$ cat config.mk
export PLATFORM = sky130hd
export DESIGN_NAME = multiphase_on_time_sequencer
export DESIGN_NICKNAME = d
export VERILOG_FILES = /design/src/phase_seq_pkg.sv /design/src/multiphase_on_time_sequencer.sv
export SDC_FILE = /design/constraint.sdc
export NUM_CORES = 1
export LEC_CHECK = 0
export BUFFER_PORTS_ARGS = -buffer_cell sky130_fd_sc_hd__buf_2
export CAP_MARGIN = 20
export CORE_ASPECT_RATIO = 0.5
export CORE_MARGIN = 1
export CORE_UTILIZATION = 65
export CTS_CLUSTER_SIZE = 14
export DETAILED_ROUTE_END_ITERATION = 12
export PLACE_DENSITY = 0.83
export SLEW_MARGIN = 30
export SYNTH_ARGS = -nofsm -noshare
export SYNTH_HDL_FRONTEND = slang
export SYNTH_SLANG_ARGS = --single-unit
$ cat constraint.sdc
create_clock -name clk_i -period 14.15 [get_ports clk_i]
set_input_delay 2.83 -clock clk_i [delete_from_list [all_inputs] [get_ports clk_i]]
set_output_delay 2.83 -clock clk_i [all_outputs]
set_load 0.02 [all_outputs]
$ cat src/phase_seq_pkg.sv
// Constants, register map and carrier types for the phase sequencer
package phase_seq_pkg;
  // Clock and timing
  localparam int CLK_PERIOD_NS = 50;
  localparam int MIN_SET_GAP_NS = 50;
  localparam int MIN_SET_GAP_CYC = (MIN_SET_GAP_NS + CLK_PERIOD_NS - 1) / CLK_PERIOD_NS;
  localparam int TOKEN_PULSE_NS = 100;
  localparam int TOKEN_PULSE_CYC = (TOKEN_PULSE_NS + CLK_PERIOD_NS - 1) / CLK_PERIOD_NS;
  localparam int RAMP_RISE_NS = 200;
  localparam int RAMP_RISE_CYC = (RAMP_RISE_NS + CLK_PERIOD_NS - 1) / CLK_PERIOD_NS;
  localparam int SS_BASE_MS = 1;
  localparam int SS_BASE_CYC = SS_BASE_MS * 1000000 / CLK_PERIOD_NS;
  localparam logic [2:0] SS_MAX_CODE = 3'h4;
  localparam int MAX_PHASES = 6;
  // Register command codes
  localparam logic [7:0] REG_VOUT_COMMAND = 8'h21;
  localparam logic [7:0] REG_VOUT_SCALE_LOOP = 8'h29;
  localparam logic [7:0] REG_SOFT_START_TIME = 8'h61;
  localparam logic [7:0] REG_RAMP_AMPLITUDE_SELECT = 8'hD0;
  localparam logic [7:0] REG_VALLEY_CURRENT_LIMIT = 8'hD7;
  localparam logic [7:0] REG_OPERATION_MODE = 8'hE0;
  // Field positions
  localparam int RAMP_AMP_LSB = 1;
  localparam int SS_CODE_LSB = 0;
  localparam int MODE_SKIP_BIT = 0;
  localparam int MODE_FREQ_LSB = 1;
  localparam int GAIN_FRAC_BITS = 10;
  // Reset values
  localparam logic [15:0] SOFT_START_RST = 16'h0000;
  localparam logic [7:0] RAMP_AMP_RST = 8'h00;
  localparam logic [7:0] VALLEY_LIMIT_RST = 8'h80;
  localparam logic [7:0] OPERATION_MODE_RST = 8'h00;
  localparam logic [15:0] VOUT_COMMAND_RST = 16'h0258;
  localparam logic [15:0] VOUT_SCALE_RST = 16'h0400;
  // Reference in millivolts
  localparam logic [9:0] REF_DEFAULT_MV = 10'h258;
  localparam logic [9:0] REF_MIN_MV = 10'h1F4;
  localparam logic [9:0] REF_MAX_MV = 10'h2A0;

  typedef enum logic [2:0] {
    ST_OFF, ST_PREBIAS, ST_SOFTSTART, ST_RUN, ST_FAULT, ST_DISCHARGE
  } run_state_t;

  typedef struct packed {
    logic write;
    logic [7:0] code;
    logic [15:0] data;
  } bus_cmd_t;

  typedef struct packed {
    logic refused;
    logic [15:0] data;
  } bus_rsp_t;
endpackage

$ cat src/multiphase_on_time_sequencer.sv
// One phase of a ring of constant-on-time buck phases: token, trigger, on-time, start and stop
module multiphase_on_time_sequencer
  import phase_seq_pkg::*;
#(
  parameter int SS_BASE_CYCLES = SS_BASE_CYC
) (
  // Clock and reset
  input wire logic clk_i,
  input wire logic sys_rst_i,
  // Ring link
  input wire logic token_in_i,
  output logic token_out_o,
  input wire logic set_in_i,
  output logic set_out_o,
  // Analog comparators and sense
  input wire logic trig_cmp_i,
  input wire logic ref_above_fb_i,
  input wire logic fb_below_tenth_i,
  input wire logic zero_cross_i,
  input wire logic [7:0] on_time_base_i,
  input wire logic [7:0] phase_current_i,
  input wire logic [10:0] total_current_i,
  input wire logic [2:0] phase_count_i,
  input wire logic local_fault_i,
  input wire logic ctrl_en_i,
  // Power-good open-drain line
  input wire logic power_good_line_i,
  output logic power_good_line_o,
  output logic power_good_line_oe_o,
  // Switch drives
  output logic high_side_switch_o,
  output logic low_side_switch_o,
  output logic discharge_o,
  output logic ramp_rise_o,
  // Configuration towards the analog side
  output logic [2:0] ramp_amp_o,
  output logic [7:0] valley_limit_o,
  output logic pulse_skip_o,
  output logic [1:0] freq_sel_o,
  output logic [9:0] ref_mv_o,
  output logic is_master_o,
  // Management command port
  input wire logic cmd_valid_i,
  input wire bus_cmd_t cmd_i,
  output logic rsp_valid_o,
  output bus_rsp_t rsp_o
);
  function automatic logic code_known(input logic [7:0] c);
    code_known = (c == REG_VOUT_COMMAND) || (c == REG_VOUT_SCALE_LOOP) ||
      (c == REG_SOFT_START_TIME) || (c == REG_RAMP_AMPLITUDE_SELECT) ||
      (c == REG_VALLEY_CURRENT_LIMIT) || (c == REG_OPERATION_MODE);
  endfunction

  run_state_t state_reg, state_next;
  logic role_taken_reg, master_reg, armed_reg, token_prev_reg, trig_prev_reg;
  logic hs_reg, ls_reg, dis_reg, set_reg, pg_oe_reg, rsp_valid_reg;
  logic tok_reg, ramp_reg;
  logic [7:0] on_cnt_reg;
  logic [1:0] tok_cnt_reg;
  logic [3:0] ramp_cnt_reg;
  logic [1:0] gap_cnt_reg;
  logic [19:0] ss_cnt_reg;
  logic [15:0] ss_time_reg, vout_cmd_reg, vout_scale_reg;
  logic [7:0] ramp_sel_reg, valley_reg, mode_reg;
  logic [9:0] ref_reg;
  bus_rsp_t rsp_reg;

  // Decode
  wire token_fall = token_prev_reg & ~token_in_i;
  wire running = (state_reg == ST_RUN) || (state_reg == ST_SOFTSTART);
  wire fire = running & set_in_i & armed_reg & ~hs_reg;
  wire set_fire = master_reg & running & trig_cmp_i & ~trig_prev_reg & (gap_cnt_reg == 2'h0);
  wire wr = cmd_valid_i & cmd_i.write;
  wire rd = cmd_valid_i & ~cmd_i.write;
  wire rd_ok = rd & master_reg & code_known(cmd_i.code);
  wire [2:0] ss_code = (ss_time_reg[SS_CODE_LSB +: 3] > SS_MAX_CODE) ?
    SS_MAX_CODE : ss_time_reg[SS_CODE_LSB +: 3];
  wire [19:0] ss_target = 20'(SS_BASE_CYCLES) << ss_code;
  wire [10:0] share_scaled = 11'(phase_current_i * phase_count_i);
  wire share_high = share_scaled > total_current_i;
  wire [7:0] on_load = share_high ? ((on_time_base_i > 8'h01) ? on_time_base_i - 8'h01 :
    8'h01) : ((on_time_base_i == 8'hFF) ? 8'hFF : on_time_base_i + 8'h01);
  wire [31:0] ref_prod = vout_cmd_reg * vout_scale_reg;
  wire [21:0] ref_raw = ref_prod[GAIN_FRAC_BITS +: 22];
  wire [9:0] ref_calc = (ref_raw < 22'(REF_MIN_MV)) ? REF_MIN_MV :
    ((ref_raw > 22'(REF_MAX_MV)) ? REF_MAX_MV : ref_raw[9:0]);
  wire fault_seen = master_reg & (state_reg == ST_RUN) & ~power_good_line_i;

  // Start, stop and fault sequencing
  always_comb begin
    state_next = state_reg;
    case (state_reg)
      ST_OFF: if (ctrl_en_i && role_taken_reg) state_next = ST_PREBIAS;
      ST_PREBIAS: begin
        if (!ctrl_en_i) state_next = ST_DISCHARGE;
        else if (ref_above_fb_i) state_next = ST_SOFTSTART;
      end
      ST_SOFTSTART: begin
        if (!ctrl_en_i) state_next = ST_DISCHARGE;
        else if (ss_cnt_reg >= ss_target - 20'h1) state_next = ST_RUN;
      end
      ST_RUN: begin
        if (!ctrl_en_i) state_next = ST_DISCHARGE;
        else if (fault_seen) state_next = ST_FAULT;
      end
      ST_FAULT: if (!ctrl_en_i) state_next = ST_DISCHARGE;
      ST_DISCHARGE: if (fb_below_tenth_i) state_next = ST_OFF;
      default: state_next = ST_OFF;
    endcase
  end

  always_ff @(posedge clk_i or posedge sys_rst_i) begin
    if (sys_rst_i) begin
      state_reg <= ST_OFF;
      ss_cnt_reg <= 20'h0;
      dis_reg <= 1'b0;
    end else begin
      state_reg <= state_next;
      ss_cnt_reg <= (state_reg == ST_SOFTSTART) ? ss_cnt_reg + 20'h1 : 20'h0;
      dis_reg <= (state_next == ST_DISCHARGE);
    end
  end

  // Role strap caught on the first edge after release; token arming
  always_ff @(posedge clk_i or posedge sys_rst_i) begin
    if (sys_rst_i) begin
      role_taken_reg <= 1'b0;
      master_reg <= 1'b0;
      armed_reg <= 1'b0;
      token_prev_reg <= 1'b1;
    end else begin
      token_prev_reg <= token_in_i;
      if (!role_taken_reg) begin
        role_taken_reg <= 1'b1;
        master_reg <= token_in_i;
        armed_reg <= token_in_i;
      end else if (token_fall) begin
        armed_reg <= 1'b1;
      end else if (fire) begin
        armed_reg <= 1'b0;
      end
    end
  end

  // Master trigger, spaced by at least the minimum gap
  always_ff @(posedge clk_i or posedge sys_rst_i) begin
    if (sys_rst_i) begin
      set_reg <= 1'b0;
      trig_prev_reg <= 1'b0;
      gap_cnt_reg <= 2'h0;
    end else begin
      trig_prev_reg <= trig_cmp_i;
      set_reg <= set_fire;
      if (set_fire) gap_cnt_reg <= 2'(MIN_SET_GAP_CYC - 1);
      else if (gap_cnt_reg != 2'h0) gap_cnt_reg <= gap_cnt_reg - 2'h1;
    end
  end

  // On-time, token pulse and ramp timing
  always_ff @(posedge clk_i or posedge sys_rst_i) begin
    if (sys_rst_i) begin
      hs_reg <= 1'b0;
      on_cnt_reg <= 8'h0;
      tok_cnt_reg <= 2'h0;
      ramp_cnt_reg <= 4'h0;
      ls_reg <= 1'b0;
      tok_reg <= 1'b0;
      ramp_reg <= 1'b0;
    end else begin
      if (!running) begin
        hs_reg <= 1'b0;
        on_cnt_reg <= 8'h0;
      end else if (fire) begin
        hs_reg <= 1'b1;
        on_cnt_reg <= on_load - 8'h1;
      end else if (hs_reg && on_cnt_reg == 8'h0) begin
        hs_reg <= 1'b0;
      end else if (hs_reg) begin
        on_cnt_reg <= on_cnt_reg - 8'h1;
      end
      if (fire) tok_cnt_reg <= 2'(TOKEN_PULSE_CYC);
      else if (tok_cnt_reg != 2'h0) tok_cnt_reg <= tok_cnt_reg - 2'h1;
      if (running && set_in_i) ramp_cnt_reg <= 4'(RAMP_RISE_CYC);
      else if (ramp_cnt_reg != 4'h0) ramp_cnt_reg <= ramp_cnt_reg - 4'h1;
      // Flags mirror the counters being nonzero so the pins come straight from flops
      tok_reg <= fire | (tok_cnt_reg > 2'h1);
      ramp_reg <= (running & set_in_i) | (ramp_cnt_reg > 4'h1);
      // Pulse skip lets the low side open at zero crossing instead of sinking current
      ls_reg <= running & ~fire & ~(hs_reg & on_cnt_reg != 8'h0) &
        ~(mode_reg[MODE_SKIP_BIT] & zero_cross_i);
    end
  end

  // Power-good drive: slaves pull low on a local fault, master while not regulating
  always_ff @(posedge clk_i or posedge sys_rst_i) begin
    if (sys_rst_i) begin
      pg_oe_reg <= 1'b1;
    end else begin
      pg_oe_reg <= master_reg ? (state_next != ST_RUN) : local_fault_i;
    end
  end

  // Register file
  always_ff @(posedge clk_i or posedge sys_rst_i) begin
    if (sys_rst_i) begin
      ss_time_reg <= SOFT_START_RST;
      ramp_sel_reg <= RAMP_AMP_RST;
      valley_reg <= VALLEY_LIMIT_RST;
      mode_reg <= OPERATION_MODE_RST;
      vout_cmd_reg <= VOUT_COMMAND_RST;
      vout_scale_reg <= VOUT_SCALE_RST;
      ref_reg <= REF_DEFAULT_MV;
    end else begin
      if (wr) begin
        case (cmd_i.code)
          REG_SOFT_START_TIME: ss_time_reg <= cmd_i.data;
          REG_RAMP_AMPLITUDE_SELECT: ramp_sel_reg <= cmd_i.data[7:0];
          REG_VALLEY_CURRENT_LIMIT: valley_reg <= cmd_i.data[7:0];
          REG_OPERATION_MODE: mode_reg <= cmd_i.data[7:0];
          REG_VOUT_SCALE_LOOP: vout_scale_reg <= cmd_i.data;
          REG_VOUT_COMMAND: vout_cmd_reg <= cmd_i.data;
          default: ;
        endcase
      end
      // Recomputed every edge so the reference never leaves its clamp, even between writes
      ref_reg <= (vout_cmd_reg == VOUT_COMMAND_RST && vout_scale_reg == VOUT_SCALE_RST) ?
        REF_DEFAULT_MV : ref_calc;
    end
  end

  // Read answers one cycle after the request
  always_ff @(posedge clk_i or posedge sys_rst_i) begin
    if (sys_rst_i) begin
      rsp_valid_reg <= 1'b0;
      rsp_reg <= '0;
    end else begin
      rsp_valid_reg <= rd;
      rsp_reg.refused <= rd & ~rd_ok;
      if (!rd_ok) rsp_reg.data <= 16'h0;
      else if (cmd_i.code == REG_SOFT_START_TIME) rsp_reg.data <= ss_time_reg;
      else if (cmd_i.code == REG_RAMP_AMPLITUDE_SELECT) rsp_reg.data <= {8'h0, ramp_sel_reg};
      else if (cmd_i.code == REG_VALLEY_CURRENT_LIMIT) rsp_reg.data <= {8'h0, valley_reg};
      else if (cmd_i.code == REG_OPERATION_MODE) rsp_reg.data <= {8'h0, mode_reg};
      else if (cmd_i.code == REG_VOUT_SCALE_LOOP) rsp_reg.data <= vout_scale_reg;
      else rsp_reg.data <= vout_cmd_reg;
    end
  end

  assign token_out_o = tok_reg;
  assign set_out_o = set_reg;
  assign high_side_switch_o = hs_reg;
  assign low_side_switch_o = ls_reg;
  assign discharge_o = dis_reg;
  assign ramp_rise_o = ramp_reg;
  assign ramp_amp_o = ramp_sel_reg[RAMP_AMP_LSB +: 3];
  assign valley_limit_o = valley_reg;
  assign pulse_skip_o = mode_reg[MODE_SKIP_BIT];
  assign freq_sel_o = mode_reg[MODE_FREQ_LSB +: 2];
  assign ref_mv_o = ref_reg;
  assign is_master_o = master_reg;
  assign power_good_line_o = 1'b0;
  assign power_good_line_oe_o = pg_oe_reg;
  assign rsp_valid_o = rsp_valid_reg;
  assign rsp_o = rsp_reg;
endmodule // multiphase_on_time_sequencer

==> results of run 1 <==
## worst max-delay path: stages
cell and delay (ns):
buf_2 0.16, nand2_1 0.10, fa_1 0.54, inv_1 0.04, ha_1 0.22, fa_1 0.40, a21o_1 0.17, a21oi_1 0.22
o21bai_1 0.10, a21oi_1 0.27, nor2b_1 0.09, o21ai_0 0.18, nand2b_1 0.09, ha_1 0.29, nand4_1 0.13, a21oi_1 0.06
or3_4 0.38, o21a_1 0.31, o311ai_0 0.45, and2_1 0.24, ha_1 0.21, inv_1 0.05, nor3b_1 0.25, xnor2_1 0.15
a21oi_1 0.08
## layer usage
metal  GRT usage, %  share of wire (%)  wire (µm)  vias up
met1          43.81                 42      18140     7022
met4          11.03                3.0       1280        0
met3          6.931                8.4       3640      108
met5              0                  0          0        -
li1               -                  -          -     6469
met2          52.86                 47      20060      594
## final timing paths
| check | end | slack [ns] | cells past startpoint |
|---|---|---|---|
| worst max-delay path | on_cnt_reg[4] | 6.44 | 25 |
| worst min-delay path | ss_cnt_reg[0] | 0.50 | 1 |
| worst max register to register | ref_mv_o[5] | 6.74 | 20 |
| worst min register to register | ss_cnt_reg[0] | 0.50 | 1 |
| max in group asynchronous | vout_scale_reg[12] | 10.47 | 3 |
| min in group asynchronous | tok_cnt_reg[0] | 2.48 | 2 |
## cells by family after synthesis
group / share of synthesized area [%]
AO/OA/AOI/OAI: 10.39
AND/OR/NAND/NOR: 17.86
adder cells (fa/ha/maj): 33.25
other: 0.04220
buffers and inverters: 8.858
multiplexers: 5.814
XOR/XNOR: 2.461
flip-flops: 21.32
## placed cells by master, fill, tap and decap left out, types with 15 or more instances in the layout
master / synthesis / routed
nand4_1: 23 / 23
clkbuf_16: 0 / 17
a211oi_1: 18 / 18
fa_1: 200 / 200
ha_1: 153 / 153
nor2b_1: 15 / 15
a21o_1: 19 / 19
a21oi_1: 89 / 89
nor3_1: 18 / 18
xnor2_1: 30 / 30
nand3_1: 38 / 38
nand2_1: 243 / 243
and2_1: 126 / 126
inv_1: 288 / 287
buf_2: 15 / 116
xor2_1: 20 / 20
mux2_2: 75 / 75
o21ai_0: 42 / 42
nor2_1: 99 / 99
dfrtp_1: 139 / 139
## cell type report
| cell class | count | area [µm²] | share of cell area (%) |
|---|---|---|---|
| diodes | 1 | 2.502 | 0.01319 |
| flip-flops and latches | 151 | 3794 | 19.99 |
| clock inverters | 13 | 111.4 | 0.5868 |
| multi-input cells | 1407 | 12440 | 65.54 |
| repair buffers | 125 | 651.9 | 3.435 |
| clock buffers | 19 | 452.9 | 2.387 |
| inverters | 288 | 1086 | 5.723 |
| well taps | 352 | 440.4 | 2.321 |
## through the flow
step,utilization [%],total power [µW]
2_1_floorplan,-,649.6
3_3_place_gp,69.09,702.4
3_5_place_dp,69.10,709.6
4_1_cts,71.22,1154
5_1_grt,71.23,1206
6_report,71.23,1153
## power by group
group / leakage (µW) / internal, µW / switching (µW) / total, µW
combinational: 0.00750 / 88.0 / 121 / 209
clock: 0.000276 / 239 / 208 / 447
sequential: 0.00201 / 459 / 37.6 / 496
total: 0.00978 / 786 / 367 / 1150
==> flow_summary.yaml, run 1 <==
run_status:
  status: "complete, no violations"
synth:
  yosysTopAreaCell: "fa_1"
  ys_ff_latch: 151
  synth_common_cells: "288 x inv_1, 243 x nand2_1, 200 x fa_1, 153 x ha_1, 139 x dfrtp_1"
  ys_warn_count: 0
  synthArstFlopShare_pct: 100.0
  syn_nets: 2382
  synthCells: 1962
  synth_cell_types: 87
  synth_edf_count: 0
  yosysTopAreaCellShare_pct: 22.50
  yosys-top-cells-area: "fa_1 22%, dfrtp_1 20%, ha_1 11%"
  synth_flop_cell: "dfrtp_1"
  seq_area_frac_synth_pct: 21.32
  syn_avg_cell_area_um2: 9.071
  synth_area_um2: 17800
  yosysMostFrequentCell: "inv_1"
cts:
  insertion_delay_ns: 0.44
  clock-sinks: 151
  hold_buffers: 0
  cts.clk_slew.worst_paths_ns: 0.07
  cts_buffer_depth: 2
  post_cts_resize_count: 0
  h-tree-depth: 4
  cts_tree: "built"
  cts_buffers: 17
  cts_setup_buffers: 0
  clockRootBuffer: "clkbuf_16"
placed_design:
  gp_congestion: 0.9192
  place_area_um2: 18410
  place_inst: 2323
  hpwl_mm: 31.60
  port_buffers: 116
  dpl_worst_slack_ns: 6.118
setup_path:
  path_max_fanout: 8
  startpoint_type: "primary input"
  worst-setup-path-type: "in -> reg"
  timing.rr.start: "vout_scale_reg[6]"
  critical_path_required_ns: 14.45
  critPathCaptureType: "flip-flop"
  crit_path_start: "phase_count_i[2]"
  cp_data_arrival_time_ns: 8.01
floorplanning:
  die_x_um: 236.0
  die_area_um2: 28090
  ios: 118
  fp.dieH_um: 119.0
  initial_core_util_pct: 66.80
  coreArea_um2: 26640
  rows: 42
sta:
  tightest_slew_ns: 0.9399
  slew_headroom_pct: 37.34
  rsz0062_at_grt: "no"
  fin_worst_skew_ns: 0.01763
  setup_slack_ns: 6.439
  setup_tns_ns: 0
  period_needed_ns: 7.711
  timing.fmax_ghz: 0.1297
  holdWs_ns: 0.4993
  setup-violations-final: 0
  hold_violations: 0
  final.period_utilization_pct: 54.49
  maxSlewViolCount: 0
final_layout:
  fin_nets: 2410
  syn2layout_area_growth_pct: 6.630
  largest_register_ffs: 20
  final_layout_size_suffix_gt1_share_pct: 13.83
  fin_area_um2: 18980
  nFillCells: 1973
  instances_no_fill: 2356
drt:
  drc_errors: 0
  via_count: 14193
  ant_nets: 0
  initialDrtViolationCount: 1104
  via_per_inst: 6.024
  drt_first_pass_iters: 6
  routedWlPerCell_um: 18.30
  wl_mm: 43.12
min_path:
  min_from: "ss_cnt_reg[0]"
  hp-class: "reg -> reg"
pwr:
  power_density_nw_per_um2: 60.74
  leakage_uw: 0.009778
  vdd_ir_drop_max_v: 0.00008371
global_routing:
  overflow: 0
  antenna_found_initial: 1
  grt_usage_pct: 32.61
  grt_pass1_wl_mm: 72.80
  grt_pass1_vias: 14365
  grt_max_degree: 82
job:
  maxCapViolCount: 0
No activity file was read; power rests on OpenSTA's default activity.
==> run 2: changes to the inputs <==
--- a/config.mk
+++ b/config.mk
@@ -9,10 +9,10 @@
 export CAP_MARGIN = 20
 export CORE_ASPECT_RATIO = 0.5
 export CORE_MARGIN = 1
-export CORE_UTILIZATION = 65
+export CORE_UTILIZATION = 57
 export CTS_CLUSTER_SIZE = 14
 export DETAILED_ROUTE_END_ITERATION = 12
-export PLACE_DENSITY = 0.83
+export PLACE_DENSITY = 0.77
 export SLEW_MARGIN = 30
 export SYNTH_ARGS = -nofsm -noshare
 export SYNTH_HDL_FRONTEND = slang
==> constraint.sdc (replaced) <==
create_clock -name clk_i -period 7 [get_ports clk_i]
set_input_delay 1.4 -clock clk_i [delete_from_list [all_inputs] [get_ports clk_i]]
set_output_delay 1.4 -clock clk_i [all_outputs]
set_load 0.02 [all_outputs]
==> flow_summary.yaml, run 2 (synthesized netlist as in run 1, its figures left out) <==
pwr:
  net-switching-power_uw: 742.9
  vdd_ir_drop_max_v: 0.0001720
  combPwrFrac_pct: 18.5
  p_seq_share_pct: 41.3
  clkPwrFrac_pct: 40.2
  switching_share_pct: 31.05
  internal_power_uw: 1649
  power_density_nw_per_um2: 122.0
  leakage_uw: 0.01004
setup_path:
  critPathCaptureType: "flip-flop"
  cp_data_arrival_time_ns: 7.12
  crit_slowest_cell: "fa_1"
  cpPeakStageDelay_ns: 0.56
  worst-setup-path-type: "reg -> reg"
  startpoint_type: "flip-flop"
  cp_cell_sequence: "buf_2 -> and2_1 -> fa_1 -> inv_1 -> fa_1 -> fa_2 -> inv_1 -> fa_1 -> fa_1 -> inv_1 -> fa_1 -> inv_1 -> ha_2 -> a21oi_4 -> o211ai_1 -> a41oi_2 -> o22ai_1 -> nor4_1 -> o221ai_1 -> nor4_2 -> nand3_2 -> nor4_1"
  critical_path_required_ns: 7.34
  path_max_fanout: 7
  cp_common_cell: "fa_1"
min_path:
  hp-class: "reg -> reg"
drt:
  wl_mm: 43.63
  drt_first_pass_iters: 5
  via_per_inst: 5.729
  ant_nets: 0
  routedWlPerCell_um: 17.64
  via_count: 14174
  drc_errors: 0
  initialDrtViolationCount: 995
job:
  maxCapViolCount: 0
placed_design:
  place_area_um2: 18790
  gp_congestion: 0.9427
  hpwl_mm: 33.98
  place_inst: 2433
  port_buffers: 116
global_routing:
  grt_max_degree: 93
  grt_usage_pct: 28.64
  overflow: 0
  grt_pass1_vias: 14443
  antenna_found_initial: 0
  grt_pass1_wl_mm: 73.46
sta:
  timing.fmax_ghz: 0.1475
  setup-violations-final: 0
  maxSlewViolCount: 0
  tightest_slew_ns: 0.8761
  fin_worst_skew_ns: 0.01594
  hold_violations: 0
  period_needed_ns: 6.782
  slew_headroom_pct: 41.43
  rsz0062_at_grt: "yes"
  final.period_utilization_pct: 96.88
  holdWs_ns: 0.4920
final_layout:
  syn2layout_area_growth_pct: 10.15
  utilization_pct: 64.24
  final_layout_size_suffix_gt1_share_pct: 17.41
  n_antenna_cell: 0
  fin_area_um2: 19600
  mostFrequentLayoutCells: "287 x inv_1, 242 x nand2_1, 199 x fa_1, 147 x ha_1, 131 x dfrtp_1"
  fin_nets: 2458
  largest_register_ffs: 20
  nFillCells: 2541
  instances_no_fill: 2474
  mostFrequentLayoutCell: "inv_1"
floorplanning:
  coreArea_um2: 30520
  die_x_um: 251.9
  rows: 45
  die_area_um2: 31980
  initial_core_util_pct: 58.32
  ios: 118
  fp.dieH_um: 126.9
cts:
  hold_buffers: 0
  clock-sinks: 151
  insertion_delay_ns: 0.44
  cts_buffer_depth: 2
  clockRootBuffer: "clkbuf_16"
  cts.clk_slew.worst_paths_ns: 0.08
  cts_tree: "built"
  cts_buffers: 17
  h-tree-depth: 4
run_status:
  status: "complete, no violations"
==> run 2: area by class of cell <==
type                            count  area, µm²  share of cell area (%)
Clock buffer                       18      429.2                   2.189
Clock inverter                     14      168.9                  0.8616
Inverter                          288       1086                   5.540
Multi-Input combinational cell   1407      12570                   64.14
Sequential cell                   151       3811                   19.44
Tap cell                          423      529.3                   2.700
Timing Repair Buffer              173       1006                   5.131
==> run 2: path summary, 6_finish.rpt <==
path / from / to / slack (ns) / cells after the start
max in group asynchronous: sys_rst_i / vout_scale_reg[12] / 4.49 / 3
min reg2reg: ss_cnt_reg[0] / ss_cnt_reg[0] / 0.49 / 1
min: ss_cnt_reg[0] / ss_cnt_reg[0] / 0.49 / 1
max: vout_scale_reg[6] / ref_mv_o[1] / 0.22 / 22
max reg2reg: vout_scale_reg[6] / ref_mv_o[1] / 0.22 / 22
min in group asynchronous: sys_rst_i / on_cnt_reg[5] / 1.11 / 2
==> run 2: per-stage QoR <==
stage | total power, µW | setup TNS (ns) | worst slack, ns
global route | 2496 | -0.2792 | -0.08070
detailed placement | 1439 | -0.008290 | -0.008290
CTS | 2391 | 0 | 0.05086
finish | 2392 | 0 | 0.2181
floorplan | 1313 | 0 | 0.3943
global placement | 1427 | 0 | 0.1077
==> run 2: metal layers <==
metal	share of wire, %	vias up	global-route usage (%)
met2	46	499	45.82
met4	1.8	0	7.380
met1	45	7053	40.54
met3	6.6	68	4.925
met5	0	-	0
li1	-	6554	-
==> run 2: power groups by stage <==
stage | clock [µW] | sequential [µW] | combinational, µW
global placement | 0 | 1000 | 427
CTS | 964 | 986 | 441
global route | 1000 | 995 | 500
finish | 961 | 987 | 444
detailed placement | 0 | 1000 | 438
floorplan | 0 | 983 | 330
==> run 2: worst max-delay path: cells and delay by family, from the launching register on <==
| family | cells | cell delay [ns] |
|---|---|---|
| buffers and inverters | 5 | 0.39 |
| AOI/OAI and AO/OA | 5 | 0.93 |
| DFF | 1 | 0.47 |
| and+or+nand+nor | 5 | 1.40 |
| adders and majority gates | 7 | 3.49 |
==> run 2: timing repair <==
action                     CTS  global route
gates resized for setup      1            44
setup endpoints to repair    2            10
pin swaps                    0             9
buffers inserted             0             9
==> run 3: changes to the inputs <==
--- a/config.mk
+++ b/config.mk
@@ -13,6 +13,7 @@
 export CTS_CLUSTER_SIZE = 14
 export DETAILED_ROUTE_END_ITERATION = 12
 export PLACE_DENSITY = 0.77
+export REMOVE_ABC_BUFFERS = 1
 export SLEW_MARGIN = 30
 export SYNTH_ARGS = -nofsm -noshare
 export SYNTH_HDL_FRONTEND = slang
==> flow_summary.yaml, run 3 (synthesized netlist as in run 1, its figures left out) <==
run_status:
  status: "complete, no violations"
job:
  maxCapViolCount: 0
sta:
  period_needed_ns: 6.771
  holdWs_ns: 0.5015
  maxSlewViolCount: 0
  setup_slack_ns: 0.2289
  setup-violations-final: 0
  final.period_utilization_pct: 96.73
  tightest_slew_ns: 0.9681
  slew_headroom_pct: 35.28
  setup_tns_ns: 0
  fin_worst_skew_ns: 0.01496
  hold_violations: 0
  timing.fmax_ghz: 0.1477
drt:
  via_count: 14188
  initialDrtViolationCount: 1150
  wl_mm: 43.41
  ant_nets: 0
  via_per_inst: 5.735
  routedWlPerCell_um: 17.54
  drc_errors: 0
  drt_first_pass_iters: 5
setup_path:
  worst-setup-path-type: "reg -> reg"
  cp_cell_sequence: "buf_4 -> nand2_1 -> fa_1 -> inv_1 -> fa_1 -> inv_1 -> fa_1 -> fa_1 -> fa_1 -> inv_1 -> fa_1 -> ha_1 -> nand4_1 -> or4_1 -> a21oi_1 -> o21ai_1 -> nor4_2 -> nand3_2 -> a2111oi_4"
  crit_slowest_cell: "or4_1"
  cp_data_arrival_time_ns: 7.11
  path_max_fanout: 12
  reg2reg_slack_ns: 0.23
  cp_common_cell: "fa_1"
  critical_path_required_ns: 7.34
  critPathCaptureType: "flip-flop"
  startpoint_type: "flip-flop"
  cpPeakStageDelay_ns: 0.64
global_routing:
  overflow: 0
  grt_max_degree: 101
  grt_pass1_wl_mm: 71.45
  grt_pass1_vias: 14158
  grt_usage_pct: 28.16
  antenna_found_initial: 0
final_layout:
  seqCellArea_um2: 3819
  syn2layout_area_growth_pct: 10.72
  nFillCells: 2536
  mostFrequentLayoutCells: "287 x inv_1, 241 x nand2_1, 199 x fa_1, 147 x ha_1, 131 x dfrtp_1"
  largest_register_ffs: 20
  utilization_pct: 64.57
  mostFrequentLayoutCell: "inv_1"
  multi_input_area_um2: 12620
  final_layout_size_suffix_gt1_share_pct: 17.70
  n_antenna_cell: 0
  fin_nets: 2458
cts:
  cts.clk_slew.worst_paths_ns: 0.07
  insertion_delay_ns: 0.45
  clock-sinks: 151
  cts_buffer_depth: 2
  cts_tree: "built"
  h-tree-depth: 4
  hold_buffers: 0
  cts_buffers: 17
  clockRootBuffer: "clkbuf_16"
floorplanning:
  rows: 45
  coreArea_um2: 30520
  die_x_um: 251.9
  fp.dieH_um: 126.9
  initial_core_util_pct: 58.32
  ios: 118
  die_area_um2: 31980
placed_design:
  gp_congestion: 0.9451
  hpwl_mm: 33.21
  port_buffers: 116
  dpl_worst_slack_ns: 0.06655
pwr:
  power_density_nw_per_um2: 122.6
  leakage_uw: 0.01008
  vdd_ir_drop_max_v: 0.0001383
min_path:
  hp-class: "reg -> reg"
[run 3: cell count changes in the layout (fill, tap and decap cells not counted), moves of 2 or more]
cell	delta
buf_12	+2
clkinvlp_4	+2
buf_4	-2
inv_8	+2
dfstp_4	+2
clkinv_4	-3
a21oi_1	-3
clkinv_2	-2
dfstp_2	-2
a21oi_2	+3
[run 3: worst paths after layout]
kind                                   from              to  cells after the start
min                          gap_cnt_reg[0]  gap_cnt_reg[0]                      1
min in group asynchronous         sys_rst_i        rsp_o[8]                      2
max reg2reg                vout_cmd_reg[11]     ref_mv_o[2]                     19
max in group asynchronous         sys_rst_i   on_cnt_reg[4]                      3
max                        vout_cmd_reg[11]     ref_mv_o[2]                     19
min reg2reg                  gap_cnt_reg[0]  gap_cnt_reg[0]                      1
[run 3: final cells by class]
type	count	share of cell area (%)
inverter	288	5.524
timing repair buffer	173	5.264
clock inverter	14	0.8953
clock buffer	18	2.229
tap	423	2.686
multi-input combinational	1407	64.02
sequential	151	19.38
[run 3: worst max-delay path, delay by kind of cell (launching register included)]
kind                     cells  cell delay [ns]
adder cells (fa/ha/maj)      7             3.51
AND/OR/NAND/NOR              5             1.54
flip-flops                   1             0.58
AO/OA/AOI/OAI                3             0.57
buffers and inverters        4             0.45
[run 3: metal layers]
layer,up-vias,global-route usage [%],wire [µm]
li1,6548,-,-
met1,7053,38.08,18300
met2,503,46.07,20910
met3,84,5.130,3053
met4,0,9.340,1139
met5,-,0,0
[run 3: power breakdown]
| part | switching, µW | internal, µW |
|---|---|---|
| Clock | 425 | 550 |
| Sequential | 61.8 | 928 |
| Combinational | 262 | 190 |
[run 3: stage by stage]
step,instance area [µm²],std cells,total power (µW)
after floorplan,17300,1846,1292
after global placement,18820,2436,1435
after detailed placement,18820,2436,1450
after CTS,19440,2468,2417
after global routing,19710,2474,2523
final,19710,2474,2416
[run 3: repair_timing]
| item | CTS | global route |
|---|---|---|
| endpoints found under the setup margin | 0 | 10 |
| resized for setup | 0 | 54 |
| buffers inserted | 0 | 6 |
